File: src/cpw_pkg.sv
`default_nettype none
package cpw_pkg;

  // Register indices; the byte address is four times the index
  localparam logic [7:0] IDX_POWER_CTRL = 8'h87;
  localparam logic [7:0] IDX_CLOCK_SEL = 8'h8F;
  localparam logic [7:0] IDX_WAKE_MASK = 8'h9F;
  localparam logic [7:0] IDX_TIMED_B = 8'hC9;
  localparam logic [7:0] IDX_STATUS = 8'hD0;
  localparam int unsigned AXI_AW = 12;
  localparam int unsigned IDX_LSB = 2;

  // Power control bit positions
  localparam int unsigned PC_IDLE_BIT = 0;
  localparam int unsigned PC_STOP_BIT = 1;
  localparam int unsigned PC_SLEEP_BIT = 2;

  // Clock select field positions
  localparam int unsigned CS_SRC_LSB = 0;
  localparam int unsigned CS_SETTLE_LSB = 2;
  localparam int unsigned CS_DIV_LSB = 4;

  // Reset values
  localparam logic [1:0] SRC_RST = 2'h0;
  localparam logic [1:0] SETTLE_RST = 2'h3;
  localparam logic [3:0] DIV_RST = 4'h9;
  localparam logic [7:0] MASK_RST = 8'hFF;

  // Clock source codes
  localparam logic [1:0] SRC_FAST_A = 2'h0;
  localparam logic [1:0] SRC_SLOW = 2'h1;
  localparam logic [1:0] SRC_FAST_B = 2'h2;
  localparam logic [1:0] SRC_EXT = 2'h3;

  // Timed access keys and window length in system clocks
  localparam logic [7:0] TB_KEY1 = 8'hAA;
  localparam logic [7:0] TB_KEY2 = 8'h55;
  localparam logic [7:0] TB_CLOSE = 8'h00;
  localparam logic [8:0] TB_WINDOW = 9'h100;

  // Regulator settle lengths in slow oscillator cycles
  localparam logic [8:0] SETTLE_C0 = 9'h008;
  localparam logic [8:0] SETTLE_C1 = 9'h010;
  localparam logic [8:0] SETTLE_C2 = 9'h040;
  localparam logic [8:0] SETTLE_C3 = 9'h100;

  // Bus responses
  localparam logic [1:0] RESP_OKAY = 2'h0;
  localparam logic [1:0] RESP_SLVERR = 2'h2;

  // Clock configuration carried to the clock tree
  typedef struct packed {
    logic [3:0] prediv;
    logic [1:0] settle;
    logic [1:0] src;
  } cpw_ckcfg_t;

  // Power modes
  typedef enum logic [2:0] {MODE_RUN, MODE_IDLE, MODE_STOP, MODE_SLEEP, MODE_SETTLE} cpw_mode_t;

endpackage
`default_nettype wire

File: src/cpw_clock_power_wake.sv
// Chosen here: the AXI4-Lite slave port.
`timescale 1ns/1ps
`default_nettype none
module cpw_clock_power_wake (
  input wire logic CORE_CLK,
  input wire logic NRST,
  input wire logic [cpw_pkg::AXI_AW-1:0] S_AXI_AWADDR,
  input wire logic S_AXI_AWVALID,
  output logic S_AXI_AWREADY,
  input wire logic [31:0] S_AXI_WDATA,
  input wire logic [3:0] S_AXI_WSTRB,
  input wire logic S_AXI_WVALID,
  output logic S_AXI_WREADY,
  output logic [1:0] S_AXI_BRESP,
  output logic S_AXI_BVALID,
  input wire logic S_AXI_BREADY,
  input wire logic [cpw_pkg::AXI_AW-1:0] S_AXI_ARADDR,
  input wire logic S_AXI_ARVALID,
  output logic S_AXI_ARREADY,
  output logic [31:0] S_AXI_RDATA,
  output logic [1:0] S_AXI_RRESP,
  output logic S_AXI_RVALID,
  input wire logic S_AXI_RREADY,
  input wire logic SLOW_OSC_32K,
  input wire logic [7:0] WAKE_PINS,
  input wire logic [7:0] IRQ_ENABLED,
  input wire logic IRQ_PENDING,
  output var cpw_pkg::cpw_ckcfg_t CLK_CFG,
  output logic CPU_CLK_EN,
  output logic SYS_CLK_EN,
  output logic FAST_OSC_EN,
  output logic MAIN_REG_EN,
  output logic WAKE_VECTOR,
  output logic WAKE_RESUME
);
  import cpw_pkg::*;

  ////////////////////////////////////////////////////////////////////////
  // Declarations
  cpw_mode_t mode_r; // Current power mode
  cpw_mode_t mode_nxt; // Next power mode
  logic [7:0] mask_r; // Wake enable mask
  logic [1:0] src_r; // Raw source select
  logic [1:0] settle_r; // Settle delay code
  logic [3:0] prediv_r; // Fast oscillator predivider
  logic [8:0] tb_cnt_r; // Timed window cycles left
  logic tb_armed_r; // First key seen
  logic tb_open; // Window open
  logic [8:0] settle_cnt_r; // Slow ticks left in settle
  logic [8:0] settle_len; // Decoded settle length
  logic [2:0] slow_sync_r; // Slow oscillator sync and history
  logic slow_tick; // One pulse per slow rising edge
  logic [7:0] wake_s1_r; // Wake pin first stage
  logic [7:0] wake_s2_r; // Wake pin second stage
  logic [7:0] wake_old_r; // Wake pin history
  logic [7:0] wake_edge; // Rising edges seen
  logic [7:0] wake_hits; // Edges allowed by mask
  logic wake_hit; // Any allowed wake in stop or sleep
  logic [7:0] wake_src_r; // Sources of the last wake from stop or sleep
  logic [7:0] exit_src; // Sources behind the present exit
  logic [AXI_AW-1:0] aw_addr_r; // Latched write address
  logic aw_have_r; // Write address held
  logic [7:0] w_data_r; // Latched write byte
  logic w_lane_r; // Low byte lane enabled
  logic w_have_r; // Write data held
  logic wr_go; // Write performs this cycle
  logic [7:0] wr_idx; // Write register index
  logic wr_hit; // Write index is mapped
  logic pc_wr; // Power control write
  logic cs_wr; // Clock select write
  logic wm_wr; // Wake mask write
  logic tb_wr; // Timed access write
  logic [7:0] rd_idx; // Read register index
  logic [31:0] rd_data; // Read mux
  logic rd_hit; // Read index is mapped

  ////////////////////////////////////////////////////////////////////////
  // Pin synchronisers; the core clock keeps running in every mode
  always_ff @(posedge CORE_CLK) begin
    if (!NRST) begin
      slow_sync_r <= 3'h0;
    end else begin
      slow_sync_r <= {slow_sync_r[1:0], SLOW_OSC_32K};
    end
  end
  assign slow_tick = slow_sync_r[1] & ~slow_sync_r[2];

  // Wake pins: two stages, then a history stage for edge detection
  always_ff @(posedge CORE_CLK) begin
    if (!NRST) begin
      wake_s1_r <= 8'h00;
      wake_s2_r <= 8'h00;
      wake_old_r <= 8'h00;
    end else begin
      wake_s1_r <= WAKE_PINS;
      wake_s2_r <= wake_s1_r;
      wake_old_r <= wake_s2_r;
    end
  end

  // Edge only, even where the interrupt itself is level triggered
  assign wake_edge = wake_s2_r & ~wake_old_r;
  assign wake_hits = wake_edge & mask_r;
  // Only pin-level sources reach here, so clocked peripherals never wake from stop or sleep
  assign wake_hit = (|wake_hits) && (mode_r == MODE_STOP || mode_r == MODE_SLEEP);
  assign exit_src = (mode_r == MODE_STOP) ? wake_hits : wake_src_r;

  ////////////////////////////////////////////////////////////////////////
  // AXI4-Lite write channel; address and data accepted in either order
  assign wr_go = aw_have_r && w_have_r && !S_AXI_BVALID;
  assign wr_idx = aw_addr_r[IDX_LSB +: 8];
  assign wr_hit = (wr_idx == IDX_POWER_CTRL) || (wr_idx == IDX_CLOCK_SEL) ||
                  (wr_idx == IDX_WAKE_MASK) || (wr_idx == IDX_TIMED_B) || (wr_idx == IDX_STATUS);
  assign pc_wr = wr_go && w_lane_r && (wr_idx == IDX_POWER_CTRL);
  assign cs_wr = wr_go && w_lane_r && (wr_idx == IDX_CLOCK_SEL);
  assign wm_wr = wr_go && w_lane_r && (wr_idx == IDX_WAKE_MASK);
  assign tb_wr = wr_go && w_lane_r && (wr_idx == IDX_TIMED_B);

  // Address and data holding stages
  always_ff @(posedge CORE_CLK) begin
    if (!NRST) begin
      aw_have_r <= 1'b0;
      aw_addr_r <= '0;
      w_have_r <= 1'b0;
      w_data_r <= 8'h00;
      w_lane_r <= 1'b0;
    end else begin
      if (S_AXI_AWVALID && S_AXI_AWREADY) begin
        aw_have_r <= 1'b1;
        aw_addr_r <= S_AXI_AWADDR;
      end else if (wr_go) begin
        aw_have_r <= 1'b0;
      end
      if (S_AXI_WVALID && S_AXI_WREADY) begin
        w_have_r <= 1'b1;
        w_data_r <= S_AXI_WDATA[7:0];
        w_lane_r <= S_AXI_WSTRB[0];
      end else if (wr_go) begin
        w_have_r <= 1'b0;
      end
    end
  end

  // Ready flags and write response
  always_ff @(posedge CORE_CLK) begin
    if (!NRST) begin
      S_AXI_AWREADY <= 1'b0;
      S_AXI_WREADY <= 1'b0;
      S_AXI_BVALID <= 1'b0;
      S_AXI_BRESP <= RESP_OKAY;
    end else begin
      S_AXI_AWREADY <= !aw_have_r && !(S_AXI_AWVALID && S_AXI_AWREADY);
      S_AXI_WREADY <= !w_have_r && !(S_AXI_WVALID && S_AXI_WREADY);
      if (wr_go) begin
        S_AXI_BVALID <= 1'b1;
        S_AXI_BRESP <= wr_hit ? RESP_OKAY : RESP_SLVERR;
      end else if (S_AXI_BREADY) begin
        S_AXI_BVALID <= 1'b0;
      end
    end
  end

  ////////////////////////////////////////////////////////////////////////
  // Timed access window; a repeated key pair restarts the full window
  assign tb_open = (tb_cnt_r != 9'h000);
  always_ff @(posedge CORE_CLK) begin
    if (!NRST) begin
      tb_cnt_r <= 9'h000;
      tb_armed_r <= 1'b0;
    end else if (tb_wr) begin
      tb_armed_r <= (w_data_r == TB_KEY1);
      if (tb_armed_r && w_data_r == TB_KEY2) begin
        tb_cnt_r <= TB_WINDOW;
      end else if (w_data_r == TB_CLOSE) begin
        tb_cnt_r <= 9'h000;
      end else if (tb_open) begin
        tb_cnt_r <= tb_cnt_r - 9'h001;
      end
    end else if (tb_open) begin
      tb_cnt_r <= tb_cnt_r - 9'h001;
    end
  end

  // Protected configuration; untouched by any mode change
  always_ff @(posedge CORE_CLK) begin
    if (!NRST) begin
      src_r <= SRC_RST;
      settle_r <= SETTLE_RST;
      prediv_r <= DIV_RST;
    end else if (cs_wr && tb_open) begin
      src_r <= w_data_r[CS_SRC_LSB +: 2];
      settle_r <= w_data_r[CS_SETTLE_LSB +: 2];
      prediv_r <= w_data_r[CS_DIV_LSB +: 4];
    end
  end

  // Wake mask, also behind the timed window
  always_ff @(posedge CORE_CLK) begin
    if (!NRST) begin
      mask_r <= MASK_RST;
    end else if (wm_wr && tb_open) begin
      mask_r <= w_data_r;
    end
  end

  ////////////////////////////////////////////////////////////////////////
  // Settle length decode
  always_comb begin
    case (settle_r)
      2'h0: settle_len = SETTLE_C0;
      2'h1: settle_len = SETTLE_C1;
      2'h2: settle_len = SETTLE_C2;
      default: settle_len = SETTLE_C3;
    endcase
  end

  // Power mode sequencing
  always_comb begin
    mode_nxt = mode_r;
    case (mode_r)
      MODE_RUN: begin
        if (pc_wr && w_data_r[PC_STOP_BIT] && w_data_r[PC_SLEEP_BIT]) begin
          mode_nxt = MODE_SLEEP;
        end else if (pc_wr && w_data_r[PC_STOP_BIT]) begin
          mode_nxt = MODE_STOP;
        end else if (pc_wr && w_data_r[PC_IDLE_BIT]) begin
          mode_nxt = MODE_IDLE;
        end
      end
      MODE_IDLE: begin
        if (IRQ_PENDING) begin
          mode_nxt = MODE_RUN;
        end
      end
      MODE_STOP: begin
        if (wake_hit) begin
          mode_nxt = MODE_RUN;
        end
      end
      MODE_SLEEP: begin
        if (wake_hit) begin
          mode_nxt = MODE_SETTLE;
        end
      end
      MODE_SETTLE: begin
        if (slow_tick && settle_cnt_r <= 9'h001) begin
          mode_nxt = MODE_RUN;
        end
      end
      default: mode_nxt = MODE_RUN;
    endcase
  end

  // Mode register; reset enters the settle wait too
  always_ff @(posedge CORE_CLK) begin
    if (!NRST) begin
      mode_r <= MODE_SETTLE;
    end else begin
      mode_r <= mode_nxt;
    end
  end

  // Settle counter runs on slow ticks only
  always_ff @(posedge CORE_CLK) begin
    if (!NRST) begin
      settle_cnt_r <= SETTLE_C3;
    end else if (mode_r == MODE_SLEEP && wake_hit) begin
      settle_cnt_r <= settle_len;
    end else if (mode_r == MODE_SETTLE && slow_tick && settle_cnt_r != 9'h000) begin
      settle_cnt_r <= settle_cnt_r - 9'h001;
    end
  end

  // Remember which sources ended sleep for the later exit
  always_ff @(posedge CORE_CLK) begin
    if (!NRST) begin
      wake_src_r <= 8'h00;
    end else if (wake_hit) begin
      wake_src_r <= wake_hits;
    end
  end

  ////////////////////////////////////////////////////////////////////////
  // Clock tree and supply controls follow the next mode
  always_ff @(posedge CORE_CLK) begin
    if (!NRST) begin
      CPU_CLK_EN <= 1'b0;
      SYS_CLK_EN <= 1'b0;
      FAST_OSC_EN <= 1'b1;
      MAIN_REG_EN <= 1'b1;
    end else begin
      CPU_CLK_EN <= (mode_nxt == MODE_RUN);
      SYS_CLK_EN <= (mode_nxt == MODE_RUN) || (mode_nxt == MODE_IDLE);
      // Dropped at the same edge that stops the clock, so no runt pulse
      FAST_OSC_EN <= !(mode_nxt == MODE_STOP || mode_nxt == MODE_SLEEP);
      MAIN_REG_EN <= (mode_nxt != MODE_SLEEP);
    end
  end

  // Configuration to the clock mux; 10 folds onto the fast code
  always_ff @(posedge CORE_CLK) begin
    if (!NRST) begin
      CLK_CFG <= '{prediv: DIV_RST, settle: SETTLE_RST, src: SRC_RST};
    end else begin
      CLK_CFG.prediv <= prediv_r;
      CLK_CFG.settle <= settle_r;
      CLK_CFG.src <= (src_r == SRC_FAST_B) ? SRC_FAST_A : src_r;
    end
  end

  // Exit pulses: vector when the waking interrupt is enabled, else resume
  always_ff @(posedge CORE_CLK) begin
    if (!NRST) begin
      WAKE_VECTOR <= 1'b0;
      WAKE_RESUME <= 1'b0;
    end else begin
      WAKE_VECTOR <= (mode_r == MODE_IDLE && mode_nxt == MODE_RUN) ||
                     (mode_r != MODE_IDLE && mode_r != MODE_RUN && mode_nxt == MODE_RUN &&
                      (|(exit_src & IRQ_ENABLED)));
      // A reset settle has no waking source, so it pulses neither line
      WAKE_RESUME <= (mode_r != MODE_IDLE && mode_r != MODE_RUN && mode_nxt == MODE_RUN &&
                      (|exit_src) && !(|(exit_src & IRQ_ENABLED)));
    end
  end

  ////////////////////////////////////////////////////////////////////////
  // AXI4-Lite read channel
  assign rd_idx = S_AXI_ARADDR[IDX_LSB +: 8];
  always_comb begin
    rd_data = 32'h0000_0000;
    rd_hit = 1'b1;
    if (rd_idx == IDX_POWER_CTRL) begin
      rd_data[PC_IDLE_BIT] = (mode_r == MODE_IDLE);
      rd_data[PC_STOP_BIT] = (mode_r == MODE_STOP) || (mode_r == MODE_SLEEP);
      rd_data[PC_SLEEP_BIT] = (mode_r == MODE_SLEEP);
    end else if (rd_idx == IDX_CLOCK_SEL) begin
      // Settle code is write only
      rd_data[CS_SRC_LSB +: 2] = src_r;
      rd_data[CS_DIV_LSB +: 4] = prediv_r;
    end else if (rd_idx == IDX_WAKE_MASK) begin
      rd_data[7:0] = mask_r;
    end else if (rd_idx == IDX_TIMED_B) begin
      rd_data[0] = tb_open;
    end else if (rd_idx == IDX_STATUS) begin
      rd_data[2:0] = mode_r;
      rd_data[3] = tb_open;
      rd_data[15:8] = wake_src_r;
    end else begin
      rd_hit = 1'b0;
    end
  end

  // One read at a time; data registered on acceptance
  always_ff @(posedge CORE_CLK) begin
    if (!NRST) begin
      S_AXI_ARREADY <= 1'b0;
      S_AXI_RVALID <= 1'b0;
      S_AXI_RDATA <= 32'h0000_0000;
      S_AXI_RRESP <= RESP_OKAY;
    end else begin
      S_AXI_ARREADY <= !S_AXI_RVALID && !(S_AXI_ARVALID && S_AXI_ARREADY);
      if (S_AXI_ARVALID && S_AXI_ARREADY) begin
        S_AXI_RVALID <= 1'b1;
        S_AXI_RDATA <= rd_data;
        S_AXI_RRESP <= rd_hit ? RESP_OKAY : RESP_SLVERR;
      end else if (S_AXI_RREADY) begin
        S_AXI_RVALID <= 1'b0;
      end
    end
  end
endmodule // cpw_clock_power_wake
`default_nettype wire

File: config.mk
export PLATFORM = sky130hd
export DESIGN_NAME = cpw_clock_power_wake
export DESIGN_NICKNAME = d
export VERILOG_FILES = /design/src/cpw_pkg.sv /design/src/cpw_clock_power_wake.sv
export SDC_FILE = /design/constraint.sdc
export NUM_CORES = 1
export LEC_CHECK = 0
export ABC_CLOCK_PERIOD_IN_PS = 4900
export BUFFER_PORTS_ARGS = -buffer_cell sky130_fd_sc_hd__buf_4
export CAP_MARGIN = 40
export CORE_AREA = 2 2 115 117
export DETAILED_ROUTE_END_ITERATION = 10
export DIE_AREA = 0 0 117 119
export PLACE_DENSITY_LB_ADDON = 0.08
export SLEW_MARGIN = 30
export SYNTH_ARGS = -nofsm -noshare
export SYNTH_HDL_FRONTEND = slang
export SYNTH_SLANG_ARGS = --single-unit
File: constraint.sdc
create_clock -name CORE_CLK -period 4.9 [get_ports CORE_CLK]
set_input_delay 0.735 -clock CORE_CLK [delete_from_list [all_inputs] [get_ports CORE_CLK]]
set_output_delay 0.735 -clock CORE_CLK [all_outputs]
set_load 0.05 [all_outputs]
==> results by group, run 1 <==
Status
  • Status: complete, no violations

Yosys
  • EDFF count, synth: 0
  • Top cells by area, synth: dfxtp_1 (48%), mux2i_1 (6.0%), nand2_1 (4.8%)
  • Asr flop ratio synth: 0%
  • Largest area contributor in the netlist: dfxtp_1
  • Synth Area per Inst: 9.45 um2
  • Syn Inst Count: 569
  • Synth warnings: 0
  • Register bit total from synthesis: about 130
  • Seq/Total Area, Yosys: roughly half
  • Netlist cell types: 63
  • Top-area cell type share of the netlist area: 48.0%
  • Most used DFF post-synth: dfxtp_1
  • Syn Std Cell Area: 5380 um2

Cells and area
  • Post-Layout Cell Count: 842
  • Commonest non-fill, non-tap cell in the layout: dfxtp_1
  • Antenna cells: 0
  • Post-layout instance area: ~6700 um2
  • Layout cells sized above 1: a little over a fifth
  • Layout Nets: around 740
  • Area grow syn2layout: 24.9%
  • Final Util: 52.2%
  • Commonest cells after routing, fill and taps aside: dfxtp_1 (129), buf_4 (87), nand2_1 (69)

Min path
  • WHS Path Cells: 1
  • Hold Startpoint: wake_s1_r[6]
  • Hold WC Path Type: reg2reg
  • Hold endpoint: wake_s2_r[6]

Placed design
  • Gp weighted congestion: 0.816
  • Detailed placer's ending HPWL: 8520 um
  • Area after DPL: ~6000 um2
  • Pre-CTS setup slack: 2.16 ns
  • DP Cell Count: 808
  • PortBufs: 86

Floorplanning
  • Starting density of the core: 41.7%
  • Die X: about 120 um
  • Core box area: 12900 um2
  • Die H: ~120 um
  • Die area: 13900 um2
  • Top-Level Pins: 140
  • Row Count: 42

Drt
  • Via Count: ~4.2k
  • Antenna viol nets, final: 0
  • Max Used Layer: met4
  • Routed WL per cell: 14.2 um
  • DRT Wirelength: around 12000 um
  • DR pass1 iterations: 4
  • Drt drc: 0
  • Routed wl met2: 5630 um
  • Met3 wire length: 503 um
  • Drt first-iter violations: 147
  • DR vias/cell: 5.03
  • M1 wire length: between 5000 and 6000 um

STA
  • Max Freq: 441 MHz
  • Setup Skew: 0.0109 ns
  • Final Cycle Share: 46.3%
  • Setup violations, final: 0
  • Final WS setup: 2.63 ns
  • Minimum clock period: 2.27 ns
  • Final hold vios: 0
  • Final TNS setup: 0 ns
  • Worst Tran Pin Value: 0.767 ns
  • RSZ-0062 raised after global routing: no
  • Max Transition Viols Final: 0
  • Worst hold slack: 0.430 ns
  • Relative slew slack: 48.4%

Clock network
  • Cts bufs inserted: 17
  • CTS Root Cell: clkbuf_16
  • Clk slew on worst S/H paths: 0.06 ns
  • Cts hold-fix bufs: 0
  • Worst-case clock buffer depth: 2
  • Clock tree sinks: 129
  • H-tree Lvls: 4
  • CTS tree: built
  • Post-CTS setup buffers: 0
  • Cts repair resizes: 0
  • Clk_lat worst skew: 0.42 ns

Pwr
  • Switching pwr: around 730 uW
  • Pint: around 2.0 mW
  • Post-layout power: about 2.7 mW
  • Combinational share of power: between 10% and 20%
  • PD cells: 408 nW/um2
  • Switching share of power: 26.7%
  • Peak VDD IR: 0.215 mV
  • Lkg Pwr: 2.89 nW
  • Flop pwr share: 41.6%
  • Power share of the clock group: 45.7%

Critical path
  • Arr. time, crit path: 2.55 ns
  • Worst r2r path cells: 7
  • Crit Path Category: reg2reg
  • Reg2reg start: tb_cnt_r[0]
  • Critical Path, Cell by Cell: inv_1, ha_1, or3b_1, or4_4, nand3_4, mux2i_1, nand2_1
  • Setup crit end kind: flop
  • Flop-to-flop setup slack: 2.63 ns
  • Critical R2R Capture: settle_r[1]
  • Maximum fanout along the worst path: 8
  • Worst path slowest cell: or4_4
  • Required time worst endpoint: 5.18 ns
  • Worst path max stage delay: 0.61 ns
  • CP startpoint kind: flop

Global routing
  • GR Overflow Total: 0
  • Vias in the first global route: 4016
  • Largest net degree at the start of global routing: 62
  • Wire length of the first global-routing pass: 19300 um
  • Total GRT Usage: 17.8%
  • Initial antenna violation count: 0

Run
  • Max-cap violations: 0
## synthesized netlist by cell type (5+ instances only)
cell type,n
a22o_1,10
and2_1,38
dfxtp_1,129
and3b_1,8
buf_4,18
nand3_1,8
xnor2_1,6
a21oi_1,35
nor2_1,42
or4_1,5
nand4_1,6
inv_1,7
nand2b_1,10
nor4_1,6
o21ai_0,15
nand2_1,69
or3_1,5
mux2_2,9
nor3_1,11
clkbuf_1,19
mux2i_1,32
## area by class of cell
cell class                 instances  area [um2]
clock buffer                      18         439
clock inverter                    14         159
fill                            1227        6160
inverter                           8        30.0
multi-input combinational        407        2590
sequential                       129        2580
tap                              176         220
timing repair buffer              90         696
## power groups by stage
stage | combinational, mW | clock, mW | sequential [mW]
after floorplan | 0.275 | 0 | 1.17
after CTS | 0.349 | 1.28 | 1.14
after detailed placement | 0.347 | 0 | 1.16
after global placement | 0.338 | 0 | 1.16
final | 0.349 | 1.25 | 1.14
after global routing | 0.386 | 1.33 | 1.15
## layer usage
metal	vias to the layer above	GRT usage [%]
li1	2137	-
met1	1984	23.2
met2	102	28.0
met3	13	4.48
met4	0	7.21
met5	-	0
## critical path: cells and delay by family, from the launching register on
kind | cells | cell delay, ns
simple gates | 4 | 1.36
flops | 1 | 0.30
mux | 1 | 0.21
fa+ha+maj | 1 | 0.18
buf+inv | 1 | 0.08
## logic make-up after synthesis
| logic type | after synthesis | share of synthesized area, % |
|---|---|---|
| and+or+nand+nor | 239 | 24.6 |
| DFF | 129 | 48.0 |
| AOI/OAI and AO/OA | 95 | 11.9 |
| buffers and inverters | 50 | 4.98 |
| muxes | 41 | 7.84 |
| xor gates and xnor gates | 10 | 1.63 |
| adders and majority gates | 4 | 0.931 |
| other | 1 | 0.0698 |
## worst max-delay path by stage
stage | from | endpoint | slack, ns | cells past startpoint
final | tb_cnt_r[0] | settle_r[1] | 2.63 | 7
after global routing | tb_cnt_r[0] | settle_r[1] | 2.46 | 7
after CTS | NRST | S_AXI_RDATA[12] | 2.59 | 5
after detailed placement | NRST | S_AXI_RDATA[12] | 2.16 | 5
after global placement | NRST | S_AXI_RDATA[14] | 1.96 | 4
after floorplan | tb_cnt_r[0] | prediv_r[0] | 2.77 | 9
## state kept, by name, indices dropped and copies added (netlist names), 2 cells and up
| signal | count |
|---|---|
| settle_cnt_r | 9 |
| wake_src_r | 8 |
| w_data_r | 8 |
| aw_addr_r | 8 |
| wake_s2_r | 8 |
| src_r | 2 |
| wake_s1_r | 8 |
| CLK_CFG | 8 |
| prediv_r | 4 |
| wake_old_r | 8 |
| settle_r | 2 |
| S_AXI_RDATA | 16 |
| tb_cnt_r | 9 |
| mask_r | 8 |
| mode_r | 3 |
| slow_sync_r | 3 |
(Power assumes the default switching activity.)
==> inputs of run 2 (changes only) <==
--- a/config.mk
+++ b/config.mk
@@ -5,7 +5,7 @@
 export SDC_FILE = /design/constraint.sdc
 export NUM_CORES = 1
 export LEC_CHECK = 0
-export ABC_CLOCK_PERIOD_IN_PS = 4900
+export ABC_CLOCK_PERIOD_IN_PS = 2000
 export BUFFER_PORTS_ARGS = -buffer_cell sky130_fd_sc_hd__buf_4
 export CAP_MARGIN = 40
 export CORE_AREA = 2 2 115 117
==> constraint.sdc (replaced) <==
create_clock -name CORE_CLK -period 2 [get_ports CORE_CLK]
set_input_delay 0.3 -clock CORE_CLK [delete_from_list [all_inputs] [get_ports CORE_CLK]]
set_output_delay 0.3 -clock CORE_CLK [all_outputs]
set_load 0.05 [all_outputs]
==> run 2 against run 1 <==
  * Non-clock buffer count up 30
  * Global-route usage up 0.71 points
  * Total power up 150%
  * Via count rose by 1.6%
  * Die area unchanged
  * Routed wire length grew 1.9%
  * Largest cell class unchanged
  * Largest power group unchanged
==> results by group, run 2 (synthesis results as in run 1) <==
STA
  • Minimum clock period: 1.98 ns (-0.287 ns)
  • Max Freq: 505 MHz (+14%)
  • Worst hold slack: 0.0897 ns (-0.340 ns)
  • RSZ-0062 raised after global routing: yes
  • Final Cycle Share: 99.1% (+53 points)
  • Max Transition Viols Final: 0 (unchanged)
  • Setup violations, final: 0 (unchanged)
  • Final hold vios: 0 (unchanged)
  • Setup Skew: 0.0106 ns (-0.000292 ns)

Cells and area
  • Max reg flops: 16 (unchanged)
  • Antenna cells: 0 (unchanged)
  • Most flops, register: S_AXI_RDATA
  • Largest regs: S_AXI_RDATA x16, settle_cnt_r x9, tb_cnt_r x9
  • Post-layout instance area: 6960 um2 (+3.7%)
  • Commonest non-fill, non-tap cell in the layout: dfxtp_1
  • Commonest cells after routing, fill and taps aside: dfxtp_1 (127), buf_4 (117), nand2_1 (69)
  • Final Util: 54.1% (+1.9 points)
  • Layout fillers: 1220 (-0.57%)
  • Layout Nets: 772 (+4.0%)
  • Post-Layout Cell Count: 871 (+3.4%)
  • Layout cells sized above 1: 25.9% (+4.4 points)
  • Area grow syn2layout: 29.5%

Drt
  • Routed WL per cell: 14.0 um (-1.4%)
  • DRT Wirelength: 12200 um (+1.9%)
  • Drt first-iter violations: 227 (+54%)
  • Antenna viol nets, final: 0 (unchanged)
  • Drt drc: 0 (unchanged)
  • DR vias/cell: 4.94 (-1.8%)
  • DR pass1 iterations: 4 (unchanged)
  • Via Count: 4303 (+1.6%)

Pwr
  • PD cells: 980 nW/um2 (+140%)
  • Peak VDD IR: 0.556 mV (+160%)
  • Post-layout power: 6.82 mW (+150%)
  • Lkg Pwr: 3.04 nW (+5.3%)

Critical path
  • CP startpoint kind: flop
  • Arr. time, crit path: 2.27 ns (-0.28 ns)
  • Flop-to-flop setup slack: 0.02 ns (-2.61 ns)
  • Crit Path Category: reg2reg
  • Reg2reg start: tb_cnt_r[1]
  • Critical Path, Cell by Cell: inv_2, ha_4, or3b_4, or4_4, nand3_4, mux2i_1, nor2_1
  • Required time worst endpoint: 2.28 ns (-2.90 ns)
  • Crit path to: prediv_r[1]
  • Worst path max stage delay: 0.50 ns (-0.11 ns)
  • Critical Path Stages: 7 (unchanged)
  • Worst r2r path cells: 7 (unchanged)
  • Setup crit end kind: flop
  • CP delay by family, top: simple AND/OR/NAND/NOR gates
  • Worst path slowest cell: or4_4
  • Buffers plus inverters on the worst setup path: 1 (unchanged)
  • Maximum fanout along the worst path: 8 (unchanged)
  • Worst setup startpoint: tb_cnt_r[1]
  • Critical R2R Capture: prediv_r[1]

Floorplanning
  • Starting density of the core: 41.7% (unchanged)
  • Row Count: 42 (unchanged)
  • Top-Level Pins: 140 (unchanged)
  • Core box area: 12900 um2 (unchanged)
  • Die area: 13900 um2 (unchanged)
  • Die X: 117 um (unchanged)
  • Die H: 119 um (unchanged)

Global routing
  • Total GRT Usage: 18.5% (+0.71 points)
  • GR Overflow Total: 0 (unchanged)
  • Wire length of the first global-routing pass: 19900 um (+3.2%)
  • Largest net degree at the start of global routing: 43 (-31%)
  • Initial antenna violation count: 0 (unchanged)
  • Vias in the first global route: 4083 (+1.7%)

Clock network
  • Worst-case clock buffer depth: 2 (unchanged)
  • CTS Root Cell: clkbuf_16
  • Clk_lat worst skew: 0.42 ns (about the same)
  • Clk slew on worst S/H paths: 0.06 ns (about the same)
  • Cts bufs inserted: 17 (unchanged)
  • H-tree Lvls: 4 (unchanged)
  • Cts hold-fix bufs: 0 (unchanged)
  • CTS tree: built
  • Clock tree sinks: 129 (unchanged)

Placed design
  • PortBufs: 86 (unchanged)
  • Area after DPL: 6330 um2 (+4.1%)
  • DP Cell Count: 838 (+3.7%)
  • Gp weighted congestion: 0.842 (+3.1%)
  • Detailed placer's ending HPWL: 9070 um (+6.5%)

Run
  • Max-cap violations: 0 (unchanged)

Min path
  • Hold WC Path Type: in2reg

Status
  • Status: complete, no violations
run 2: where the power goes:
group	internal [mW]	total, mW	switching, mW	leakage [nW]
Clock	1.85	3.02	1.17	0.279
Combinational	0.458	0.996	0.538	1.71
Sequential	2.70	2.80	0.105	1.05
run 2: layout make-up:
class	count	area [um2]	share of cell area [%]
clock buffer	18	429	6.17
inverter	8	30.0	0.431
multi-input combinational	407	2620	37.6
tap	176	220	3.16
timing repair buffer	120	923	13.3
clock inverter	13	156	2.25
sequential	129	2580	37.1
run 2: metrics by stage:
| stage | setup TNS (ns) | setup slack [ns] |
|---|---|---|
| floorplan | -0.306 | -0.0331 |
| global placement | 0 | 0.0260 |
| detailed placement | -0.0618 | -0.0618 |
| CTS | -0.00371 | -0.00371 |
| global route | -0.817 | -0.0769 |
| finish | 0 | 0.0188 |
run 2: layer usage:
layer | global-route usage [%] | vias to the layer above | wire length (um)
li1 | - | 2192 | -
met1 | 23.8 | 1992 | 5600
met2 | 28.8 | 99 | 5820
met3 | 4.73 | 20 | 487
met4 | 8.68 | 0 | 274
met5 | 0 | - | 0
run 2: what timing repair did:
item                       CTS  global route
gates resized for setup      2             3
hold endpoints to repair     0             0
setup buffers                1             1
pin swaps                    2             2
setup endpoints to repair    4            28
run 2: worst min path at each step:
stage | startpoint | endpoint | slack, ns | depth (start not counted)
6_report | WAKE_PINS[6] | wake_s1_r[6] | 0.09 | 2
5_1_grt | WAKE_PINS[7] | wake_s1_r[7] | 0.08 | 2
4_1_cts | WAKE_PINS[5] | wake_s1_r[5] | 0.07 | 2
3_5_place_dp | slow_sync_r[0] | slow_sync_r[1] | 0.42 | 1
3_3_place_gp | wake_s1_r[6] | wake_s2_r[6] | 0.41 | 1
2_1_floorplan | slow_sync_r[0] | slow_sync_r[1] | 0.41 | 1
